--- config.mk ---
export PLATFORM = sky130hd
export DESIGN_NAME = isc_top
export DESIGN_NICKNAME = d
export VERILOG_FILES = /design/src/hw/isc_arbiter.v /design/src/hw/isc_ctrl_bank.v /design/src/hw/isc_top.v
export VERILOG_INCLUDE_DIRS = /design/src /design/src/hw
export SDC_FILE = /design/constraint.sdc
export NUM_CORES = 1
export LEC_CHECK = 0
export ABC_CLOCK_PERIOD_IN_PS = 7800
export BUFFER_PORTS_ARGS = -buffer_cell sky130_fd_sc_hd__buf_2
export CAP_MARGIN = 20
export CORE_ASPECT_RATIO = 1.4
export CORE_UTILIZATION = 45
export DETAILED_ROUTE_END_ITERATION = 8
export GPL_ROUTABILITY_DRIVEN = 0
export PLACE_DENSITY = 0.72
export SLEW_MARGIN = 20
export SYNTH_ARGS = -nofsm -noshare
export SYNTH_HDL_FRONTEND = slang
export SYNTH_SLANG_ARGS = --single-unit
--- constraint.sdc ---
create_clock -name ref_clk_in -period 7.8 [get_ports ref_clk_in]
set_input_delay 0.78 -clock ref_clk_in [delete_from_list [all_inputs] [get_ports ref_clk_in]]
set_output_delay 0.78 -clock ref_clk_in [all_outputs]
set_load 0.02 [all_outputs]
--- src/hw/isc_consts.vh ---
// constants for the maskable interrupt service-mode controller
// assumes a byte-wide register port and 27 maskable sources
`ifndef ISC_CONSTS_VH
`define ISC_CONSTS_VH
// ----------------------------------------------------------------
// sizes
// ----------------------------------------------------------------
`define ISC_NSRC          27
`define ISC_AW            8
// ----------------------------------------------------------------
// register map (byte index), control registers at 0..26
// ----------------------------------------------------------------
`define ISC_A_CTRL_LAST   8'h1a
`define ISC_A_MASK_A_LO   8'h20
`define ISC_A_MASK_A_HI   8'h21
`define ISC_A_MASK_B_LO   8'h22
`define ISC_A_MASK_B_HI   8'h23
`define ISC_A_INSERV      8'h24
`define ISC_A_NEST        8'h25
`define ISC_A_NMISEL      8'h26
`define ISC_A_WDMODE      8'h27
`define ISC_A_PSW         8'h28
`define ISC_A_MACRO_DONE  8'h29
`define ISC_A_EVT_STAT    8'h2a
`define ISC_A_EVT_MASK    8'h2b
// ----------------------------------------------------------------
// control register fields
// ----------------------------------------------------------------
`define ISC_B_REQ         7
`define ISC_B_MASK        6
`define ISC_B_MACRO       5
`define ISC_B_CTX         4
`define ISC_CTRL_RESET    8'h43
`define ISC_CTRL_WMASK    8'hf3
`define ISC_LVL_LOWEST    2'h3
// ----------------------------------------------------------------
// service mode codes
// ----------------------------------------------------------------
`define ISC_MODE_VECT     2'h0
`define ISC_MODE_MACRO    2'h1
`define ISC_MODE_CTX      2'h2
// ----------------------------------------------------------------
// small register fields
// ----------------------------------------------------------------
`define ISC_B_NEST_EN     0
`define ISC_B_SEL_PIN     0
`define ISC_B_SEL_WDT     1
`define ISC_B_WDM_PIN_HI  0
`define ISC_B_PSW_IE      0
`define ISC_EVT_ACK       0
`define ISC_EVT_MACRO     1
`define ISC_EVT_NMI       2
`endif

--- src/hw/isc_arbiter.v ---
// priority arbiter over the maskable sources
// assumes level and eligibility vectors are stable within a cycle
`timescale 1ns/10ps
module isc_arbiter #(
  parameter NSRC = 27
) (
  input  wire [NSRC-1:0]   eligible_in,
  input  wire [2*NSRC-1:0] level_in,
  output reg               found_out,
  output reg  [4:0]        index_out,
  output reg  [1:0]        level_out
);
  integer i;
  // lowest level wins, ties go to lowest index (strict < keeps first)
  always @*
  begin
    found_out = 1'b0;
    index_out = 5'h00;
    level_out = 2'h3;
    for (i = 0; i < NSRC; i = i + 1)
    begin
      if (eligible_in[i] && (!found_out || level_in[2*i +: 2] < level_out))
      begin
        found_out = 1'b1;
        index_out = i[4:0];
        level_out = level_in[2*i +: 2];
      end
    end
  end
endmodule

--- src/hw/isc_ctrl_bank.v ---
// bank of per-source control registers, registered read port
// assumes write and hardware events come from the controller top
`timescale 1ns/10ps
`include "isc_consts.vh"
module isc_ctrl_bank #(
  parameter NSRC = 27
) (
  input  wire              ref_clk_in,
  input  wire              rst_in,
  input  wire              wr_in,
  input  wire [4:0]        wr_idx_in,
  input  wire [7:0]        wr_data_in,
  input  wire              mask_wr_in,
  input  wire [NSRC-1:0]   mask_val_in,
  input  wire [NSRC-1:0]   req_set_in,
  input  wire [NSRC-1:0]   req_clr_in,
  input  wire [NSRC-1:0]   macro_clr_in,
  input  wire [4:0]        rd_idx_in,
  output reg  [7:0]        rd_data_out,
  output wire [NSRC-1:0]   req_out,
  output wire [NSRC-1:0]   mask_out,
  output wire [NSRC-1:0]   macro_out,
  output wire [NSRC-1:0]   ctx_out,
  output wire [2*NSRC-1:0] level_out
);
  reg [7:0] ctrl [0:NSRC-1];
  integer i;
  genvar g;
  always @(posedge ref_clk_in or posedge rst_in)
  begin
    if (rst_in)
    begin
      for (i = 0; i < NSRC; i = i + 1)
        ctrl[i] <= `ISC_CTRL_RESET;
      rd_data_out <= 8'h00;
    end
    else
    begin
      rd_data_out <= ctrl[rd_idx_in];
      for (i = 0; i < NSRC; i = i + 1)
      begin
        if (wr_in && wr_idx_in == i[4:0])
          ctrl[i] <= wr_data_in & `ISC_CTRL_WMASK;
        if (mask_wr_in)
          ctrl[i][`ISC_B_MASK] <= mask_val_in[i];
        if (macro_clr_in[i])
          ctrl[i][`ISC_B_MACRO] <= 1'b0;
        // a new request beats the acknowledge clear
        if (req_clr_in[i])
          ctrl[i][`ISC_B_REQ] <= 1'b0;
        if (req_set_in[i])
          ctrl[i][`ISC_B_REQ] <= 1'b1;
      end
    end
  end
  generate
    for (g = 0; g < NSRC; g = g + 1)
    begin : fld
      assign req_out[g]         = ctrl[g][`ISC_B_REQ];
      assign mask_out[g]        = ctrl[g][`ISC_B_MASK];
      assign macro_out[g]       = ctrl[g][`ISC_B_MACRO];
      assign ctx_out[g]         = ctrl[g][`ISC_B_CTX];
      assign level_out[2*g +: 2] = ctrl[g][1:0];
    end
  endgenerate
endmodule

--- src/hw/isc_top.v ---
// maskable interrupt service-mode controller, top level
// assumes a cpu core that takes ack_out, and byte register port with one-cycle read latency
// Function
// - vectored acknowledge: cpu saves pc and status word on stack, branches via vector
// - macro acknowledge: cpu paused while hardware moves data
// - macro transfer saves and restores no pc or status word
// - context acknowledge selects source bank and branches to its stored vector
// - context acknowledge saves pc and status word into bank with branch
// - exactly three service modes: vectored, macro, context switching
// - per-source control: request, mask, macro enable, context enable, two-bit level
// - fixed default priority 0 watchdog through 26 port falling edge
// - two mask words mirror mask flags, byte access only
// - in-service register records levels of acknowledged vectored and context requests
// - nesting control decides whether level 3 requests nest
// - selection register makes pin and watchdog maskable or non-maskable
// - watchdog mode register orders pin versus watchdog non-maskable
// - status word enable bit gates maskable acceptance except macro requests
// - control layout bits 7..4 flags, 3..2 zero, 1..0 level, reset 43h
// - level 00 highest, 11 lowest; ties by default order
// - request flag set by source, cleared by hardware on acknowledge
// - macro counter zero clears the source macro enable
`timescale 1ns/10ps
`include "isc_consts.vh"
module isc_top #(
  parameter NSRC = `ISC_NSRC
) (
  input  wire            ref_clk_in,
  input  wire            rst_in,
  input  wire [7:0]      addr_in,
  input  wire [7:0]      wdata_in,
  input  wire            wr_in,
  input  wire            rd_in,
  output reg  [7:0]      rdata_out,
  input  wire [NSRC-1:0] src_req_in,
  input  wire            external_int_pin_in,
  input  wire            watchdog_overflow_in,
  input  wire            ack_ready_in,
  input  wire            service_end_in,
  input  wire            macro_count_zero_in,
  output wire            ack_out,
  output reg  [4:0]      ack_index_out,
  output reg  [1:0]      ack_mode_out,
  output reg             save_to_stack_out,
  output reg             bank_switch_out,
  output reg             nmi_out,
  output reg             nmi_is_pin_out,
  output wire            irq_out
);
  // ----------------------------------------------------------------
  // state
  // ----------------------------------------------------------------
  reg  [3:0] in_service_level_reg;
  reg  [3:0] lvl_stack [0:3];
  reg        lowest_level_nesting_ctrl;
  reg  [1:0] nonmaskable_select_reg;
  reg        watchdog_mode_reg;
  reg        global_maskable_enable;
  reg  [4:0] macro_index;
  reg        macro_busy;
  reg  [2:0] evt_stat;
  reg  [2:0] evt_mask;
  reg        nmi_busy;
  reg        nmi_pend_pin;
  reg        nmi_pend_wdt;
  reg        rd_ctrl;
  reg  [7:0] rd_hold;
  reg  [2:0] depth;
  wire [NSRC-1:0]   req;
  wire [NSRC-1:0]   mask;
  wire [NSRC-1:0]   macro;
  wire [NSRC-1:0]   ctx;
  wire [2*NSRC-1:0] level;
  wire [7:0]        ctrl_rdata;
  wire              found;
  wire [4:0]        win_idx;
  wire [1:0]        win_lvl;
  wire [31:0]       mask_word;
  reg  [31:0]       next_mask_word;
  reg  [NSRC-1:0]   req_set;
  reg  [NSRC-1:0]   req_clr;
  reg  [NSRC-1:0]   macro_clr;
  reg  [NSRC-1:0]   eligible;
  integer k;
  integer m;
  wire    nmi_take;
  wire    nmi_pin_first;

  // lowest level in service: level 3 needs nest enable to allow another level 3
  function level_allowed;
    input [1:0] lvl;
    input [3:0] busy;
    input       nest3;
    integer     j;
    begin
      level_allowed = 1'b1;
      for (j = 0; j < 4; j = j + 1)
        if (busy[j] && lvl >= j[1:0])
          level_allowed = 1'b0;
      if (lvl == `ISC_LVL_LOWEST && busy[`ISC_LVL_LOWEST] && nest3 && busy[2:0] == 3'h0)
        level_allowed = 1'b1;
    end
  endfunction

  // ----------------------------------------------------------------
  // source routing and eligibility
  // ----------------------------------------------------------------
  always @*
  begin
    req_set = src_req_in;
    // watchdog source 0 only as maskable when selected so
    req_set[0] = watchdog_overflow_in & ~nonmaskable_select_reg[`ISC_B_SEL_WDT];
    // pin source 1 likewise
    req_set[1] = external_int_pin_in & ~nonmaskable_select_reg[`ISC_B_SEL_PIN];
    for (k = 0; k < NSRC; k = k + 1)
    begin
      // macro requests bypass level and enable, but not mask
      if (macro[k])
        eligible[k] = req[k] & ~mask[k] & ~macro_busy;
      else
        eligible[k] = req[k] & ~mask[k] & global_maskable_enable
                      & level_allowed(level[2*k +: 2], in_service_level_reg, lowest_level_nesting_ctrl);
    end
  end

  isc_arbiter #(
    .NSRC (NSRC)
  ) u_arb (
    .eligible_in (eligible),
    .level_in    (level),
    .found_out   (found),
    .index_out   (win_idx),
    .level_out   (win_lvl)
  );

  // index order equals default priority 0..26
  assign ack_out = found & ack_ready_in & ~nmi_out;
  // pending non-maskable requests go one at a time, mode bit orders a tie
  assign nmi_take      = !nmi_busy && (nmi_pend_pin || nmi_pend_wdt);
  assign nmi_pin_first = nmi_pend_pin && (watchdog_mode_reg || !nmi_pend_wdt);

  always @*
  begin
    req_clr = {NSRC{1'b0}};
    macro_clr = {NSRC{1'b0}};
    if (ack_out)
      req_clr[win_idx] = 1'b1;
    if (macro_busy && macro_count_zero_in)
      macro_clr[macro_index] = 1'b1;
  end

  // ----------------------------------------------------------------
  // mask mirror words
  // ----------------------------------------------------------------
  assign mask_word = {{(32-NSRC){1'b0}}, mask};
  always @*
  begin
    next_mask_word = mask_word;
    case (addr_in)
      `ISC_A_MASK_A_LO: next_mask_word[7:0]   = wdata_in;
      `ISC_A_MASK_A_HI: next_mask_word[15:8]  = wdata_in;
      `ISC_A_MASK_B_LO: next_mask_word[23:16] = wdata_in;
      `ISC_A_MASK_B_HI: next_mask_word[31:24] = wdata_in;
      default:          next_mask_word = mask_word;
    endcase
  end

  isc_ctrl_bank #(
    .NSRC (NSRC)
  ) u_bank (
    .ref_clk_in   (ref_clk_in),
    .rst_in       (rst_in),
    .wr_in        (wr_in && addr_in <= `ISC_A_CTRL_LAST),
    .wr_idx_in    (addr_in[4:0]),
    .wr_data_in   (wdata_in),
    .mask_wr_in   (wr_in && addr_in >= `ISC_A_MASK_A_LO && addr_in <= `ISC_A_MASK_B_HI),
    .mask_val_in  (next_mask_word[NSRC-1:0]),
    .req_set_in   (req_set),
    .req_clr_in   (req_clr),
    .macro_clr_in (macro_clr),
    .rd_idx_in    (addr_in[4:0]),
    .rd_data_out  (ctrl_rdata),
    .req_out      (req),
    .mask_out     (mask),
    .macro_out    (macro),
    .ctx_out      (ctx),
    .level_out    (level)
  );

  // ----------------------------------------------------------------
  // acknowledge, service tracking, registers
  // ----------------------------------------------------------------
  always @(posedge ref_clk_in or posedge rst_in)
  begin
    if (rst_in)
    begin
      in_service_level_reg      <= 4'h0;
      lowest_level_nesting_ctrl <= 1'b0;
      nonmaskable_select_reg    <= 2'h0;
      watchdog_mode_reg         <= 1'b0;
      global_maskable_enable    <= 1'b0;
      macro_index               <= 5'h00;
      macro_busy                <= 1'b0;
      evt_stat                  <= 3'h0;
      evt_mask                  <= 3'h0;
      nmi_busy                  <= 1'b0;
      nmi_pend_pin              <= 1'b0;
      nmi_pend_wdt              <= 1'b0;
      nmi_out                   <= 1'b0;
      nmi_is_pin_out            <= 1'b0;
      ack_index_out             <= 5'h00;
      ack_mode_out              <= `ISC_MODE_VECT;
      save_to_stack_out         <= 1'b0;
      bank_switch_out           <= 1'b0;
      rd_ctrl                   <= 1'b0;
      rd_hold                   <= 8'h00;
      depth                     <= 3'h0;
      for (m = 0; m < 4; m = m + 1)
        lvl_stack[m] <= 4'h0;
    end
    else
    begin
      save_to_stack_out <= 1'b0;
      bank_switch_out   <= 1'b0;
      nmi_out           <= 1'b0;
      // requests latch while another non-maskable service runs, so none is lost
      nmi_pend_pin <= (nmi_pend_pin & ~(nmi_take & nmi_pin_first)) |
                      (external_int_pin_in & nonmaskable_select_reg[`ISC_B_SEL_PIN]);
      nmi_pend_wdt <= (nmi_pend_wdt & ~(nmi_take & ~nmi_pin_first)) |
                      (watchdog_overflow_in & nonmaskable_select_reg[`ISC_B_SEL_WDT]);
      if (nmi_take)
      begin
        nmi_out        <= 1'b1;
        nmi_busy       <= 1'b1;
        nmi_is_pin_out <= nmi_pin_first;
      end
      else if (nmi_busy && service_end_in)
        nmi_busy <= 1'b0;
      if (ack_out)
      begin
        ack_index_out <= win_idx;
        if (macro[win_idx])
        begin
          ack_mode_out <= `ISC_MODE_MACRO;
          macro_busy   <= 1'b1;
          macro_index  <= win_idx;
        end
        else
        begin
          if (ctx[win_idx])
          begin
            ack_mode_out    <= `ISC_MODE_CTX;
            bank_switch_out <= 1'b1;
          end
          else
          begin
            ack_mode_out      <= `ISC_MODE_VECT;
            save_to_stack_out <= 1'b1;
          end
          in_service_level_reg <= in_service_level_reg | (4'h1 << win_lvl);
          lvl_stack[depth[1:0]] <= in_service_level_reg;
          depth <= depth + 3'h1;
        end
      end
      else if (service_end_in && !nmi_busy && depth != 3'h0)
      begin
        in_service_level_reg <= lvl_stack[depth[1:0] - 2'h1];
        depth <= depth - 3'h1;
      end
      if (macro_busy && (macro_count_zero_in || service_end_in))
        macro_busy <= 1'b0;
      // events: set wins over write-one clear
      evt_stat <= (evt_stat & ~((wr_in && addr_in == `ISC_A_EVT_STAT) ? wdata_in[2:0] : 3'h0))
                  | {nmi_out, macro_busy & macro_count_zero_in, ack_out};
      if (wr_in)
      begin
        case (addr_in)
          `ISC_A_NEST:     lowest_level_nesting_ctrl <= wdata_in[`ISC_B_NEST_EN];
          `ISC_A_NMISEL:   nonmaskable_select_reg    <= wdata_in[1:0];
          `ISC_A_WDMODE:   watchdog_mode_reg         <= wdata_in[`ISC_B_WDM_PIN_HI];
          `ISC_A_PSW:      global_maskable_enable    <= wdata_in[`ISC_B_PSW_IE];
          `ISC_A_EVT_MASK: evt_mask                  <= wdata_in[2:0];
          default:         evt_mask                  <= evt_mask;
        endcase
      end
      rd_ctrl <= rd_in && addr_in <= `ISC_A_CTRL_LAST;
      case (addr_in)
        `ISC_A_MASK_A_LO: rd_hold <= mask_word[7:0];
        `ISC_A_MASK_A_HI: rd_hold <= mask_word[15:8];
        `ISC_A_MASK_B_LO: rd_hold <= mask_word[23:16];
        `ISC_A_MASK_B_HI: rd_hold <= mask_word[31:24];
        `ISC_A_INSERV:    rd_hold <= {4'h0, in_service_level_reg};
        `ISC_A_NEST:      rd_hold <= {7'h00, lowest_level_nesting_ctrl};
        `ISC_A_NMISEL:    rd_hold <= {6'h00, nonmaskable_select_reg};
        `ISC_A_WDMODE:    rd_hold <= {7'h00, watchdog_mode_reg};
        `ISC_A_PSW:       rd_hold <= {7'h00, global_maskable_enable};
        `ISC_A_MACRO_DONE: rd_hold <= {2'h0, macro_busy, macro_index};
        `ISC_A_EVT_STAT:  rd_hold <= {5'h00, evt_stat};
        `ISC_A_EVT_MASK:  rd_hold <= {5'h00, evt_mask};
        default:          rd_hold <= 8'h00;
      endcase
    end
  end

  always @*
  begin
    rdata_out = rd_ctrl ? ctrl_rdata : rd_hold;
  end

  assign irq_out = |(evt_stat & evt_mask);
endmodule

==> qor.yml <==
status: "complete, no violations"
start_util_pct: 45.8
synthAdderAreaFrac_pct: 0.626
post-route-min-period_ns: 7.57
ant_nets: 0
finalMaxSlewViolations: 0
synthCells: 1739
vias: 15600
fin_area_sq_um: 17800
clockBufferDepth: 3
dp_hpwl_mm: 44.4
synth_top_family_by_area: "compound AO/OA/AOI/OAI gates"
cp.required_ns: 8.24
synthSimpleGateAreaFrac_pct: 18.2
r2r_slack_ns: 0.23
tritoncts: "built"
synth-seq-cells: 231
cts_max_level: 1
worstSetupStartpointType: "register"
worst_setup_path_end_kind: "register"
dieHeight_microns: 225
grt_remaining_overflow: 0
syn-mean-instance-area_sq_um: 9.20
r2r-end: "depth[1]"
clockRootBuffer: "clkbuf_16"
ys.warnings.count: 0
wl_mm: 62.0
fmax_mhz: 132
drt_first_iter_violations: 2231
design.die.area_sq_um: 36300
slew_headroom_pct: 25.4
clk_latency_ns: 0.56
fin_skew_ns: 0.0280
ys_async_sr_fraction_pct: 100
grt_util_met2_pct: 55.8
grt_use_met3_pct: 7.36
cts.reportedPaths.clkPinSlew_ns: 0.07
synth_edf_count: 0
intPower_mw: 3.70
rr_startpoint: "in_service_level_reg[1]"
coreArea_sq_um: 35000
antenna_found_initial: 0
crit_path_max_fanout: 9
synth_cell_type_count: 112
synth_compound_area_share_pct: 24.9
maxCapViolCount: 0
cts_hold_buf: 0
busiest_layer: "met2"
peakVddDrop_v: 0.000388
final_cell_count_no_fill: 2278
grt_pass1_wl_mm: 93.4
met1_usage_pct: 40.3
fp.dieW_microns: 161
placed_area_sq_um: 17000
route.detailed.drc: 0
setup_viol_count_final: 0
grt_pass1_vias: 15100
p_switching_mw: 3.46
p_leak_nw: 7.32
finalNetCount: 1860
post-route-period-util_pct: 97.1
finalSetupTns_ns: 0
pwr-share-seq_pct: 22.7
avgViaCountPerCell: 6.84
grt_max_degree: 99
cts_buffers: 22
switching_share_pct: 48.3
worstMarginPinSlew_ns: 1.12
path_class: "reg -> reg"
fin_total_pwr_mw: 7.16
track_usage_pct: 34.7
cp.arrival_ns: 8.01
synth_flop_cell: "dfrtp_1"
wire_per_inst_microns: 27.2
hold_violations: 0
cts_sinks: 231
comb_power_share_pct: 61.7
io_buffers: 70
clockPowerShare_pct: 15.6
synth_mux_area_share_pct: 15.1
yosysSeqAreaShare_pct: 36.8
synth_fp_nets: 1796
synth_xor_area_share_pct: 0.109
core.rowCount: 81
dr.pass1.iters: 9
area_growth_pct: 11.5
p_per_area_nw_per_um2: 401
drive_gt1_share_pct: 24.4
post-route-util_pct: 51.0
synth_area_sq_um: 16000
place_inst: 2233
largest_reg_flops: 54
ff2ff_path_depth: 26
hold_path_class: "in -> async"
ios: 73
[cells in the final DEF (no fill, tap or decap), drive strengths merged, types with 15 or more instances in the layout]
cell | synthesis | layout
a221oi | 17 | 17
mux4 | 46 | 46
o211ai | 29 | 29
dfrtp | 150 | 150
mux2 | 91 | 91
nor2b | 26 | 26
and2 | 21 | 21
a21oi | 143 | 143
or2 | 17 | 17
a21o | 25 | 25
o22ai | 20 | 20
nand2b | 29 | 29
nor3 | 51 | 51
o21bai | 23 | 23
buf | 27 | 131
nand3b | 18 | 18
o21ai | 118 | 118
nand3 | 49 | 49
nor2 | 147 | 147
a31oi | 15 | 15
inv | 80 | 81
clkbuf | 65 | 32
a22oi | 19 | 19
mux2i | 35 | 35
a211oi | 25 | 25
dfstp | 81 | 81
nand2 | 149 | 149
o221ai | 19 | 19
[power groups by stage]
| stage | Combinational (mW) | Sequential (mW) | Clock, mW |
|---|---|---|---|
| finish | 4.42 | 1.62 | 1.12 |
| global route | 4.63 | 1.64 | 1.17 |
| CTS | 4.09 | 1.61 | 1.13 |
| detailed placement | 4.07 | 1.63 | 0 |
| global placement | 4.00 | 1.62 | 0 |
| floorplan | 2.63 | 1.56 | 0 |
[worst max-delay path, cell delays in order, from the launching register on]
cell and delay [ns]:
dfrtp_1 0.48, or2_1 0.41, a2bb2oi_1 0.20, a21oi_4 0.31, o221ai_2 0.23, buf_4 0.20
or3_1 0.40, a21oi_1 0.39, nand3_1 0.13, o211ai_1 0.15, a211oi_1 0.12, buf_4 0.19
o31ai_4 0.41, a31oi_4 0.24, a21boi_0 0.39, nor3b_1 0.09, o31ai_1 0.49, and3_2 0.41
nor3b_1 0.46, nand3_1 0.24, inv_1 0.19, a22oi_2 0.16, o22ai_1 0.33, a211oi_4 0.08
buf_12 0.17, a21oi_2 0.23, mux2_1 0.35
[Yosys cell counts (22+ instances only)]
cell / n / area (sq um)
nor2_1: 147 / 552
mux4_2: 46 / 1040
nand2b_1: 29 / 181
nand3_1: 45 / 225
o211ai_1: 28 / 210
mux2_2: 75 / 845
a21oi_1: 138 / 691
dfrtp_1: 150 / 3750
clkbuf_1: 65 / 244
nor3_1: 51 / 255
inv_1: 80 / 300
nand2_1: 148 / 556
nor2b_1: 26 / 163
a211oi_1: 23 / 173
o21bai_1: 22 / 165
a21o_1: 25 / 188
dfstp_2: 81 / 2130
mux2i_1: 35 / 350
o21ai_0: 109 / 546
[per-layer routing]
layer	vias to the layer above	wire [microns]
met5	-	0
met4	0	6150
met3	352	6510
met2	1071	28400
met1	7513	20900
li1	6655	-
[how the worst max path moves through the flow]
stage                                 start                       to  slack (ns)  cells past startpoint
floorplan                            rst_in         ack_index_out[0]        0.82                      1
global placement    in_service_level_reg[0]                 depth[1]        0.20                     24
detailed placement   global_maskable_enable           macro_index[3]        0.12                     21
CTS                 in_service_level_reg[1]           macro_index[3]        0.06                     21
global route        in_service_level_reg[1]  in_service_level_reg[0]       -0.01                     24
finish              in_service_level_reg[1]                 depth[1]        0.23                     26
[through the flow]
| stage | hold WS (ns) | setup WS [ns] |
|---|---|---|
| final | 0.340 | 0.227 |
| after global routing | 0.383 | -0.0114 |
| after CTS | 0.365 | 0.0625 |
| after detailed placement | 0.473 | 0.118 |
| after global placement | 0.465 | 0.201 |
| after floorplan | 0.447 | 0.821 |
[final cells by class]
| class | instances | area [sq um] |
|---|---|---|
| antenna | 3 | 7.51 |
| clock buffer | 31 | 614 |
| clock inverter | 9 | 110 |
| fill | 3148 | 17100 |
| inverter | 83 | 319 |
| multi-input combinational | 1333 | 9500 |
| sequential | 231 | 5880 |
| tap | 456 | 571 |
| timing repair buffer | 132 | 828 |
[cell families (layout without fill, tap and decap cells)]
logic type | Yosys count | after routing
xor+xnor | 2 | 2
buf+inv | 175 | 255
flops | 231 | 231
fa+ha+maj | 8 | 8
mux | 172 | 172
other cells | 0 | 3
simple gates | 579 | 579
compound gates | 572 | 572
[repair_timing]
| item | 4_1_cts | 5_1_grt |
|---|---|---|
| endpoints found under the setup margin | 0 | 33 |
| buffers inserted | 0 | 1 |
| resized for setup | 0 | 17 |
Note: power is estimated with default switching activity, not from simulation.
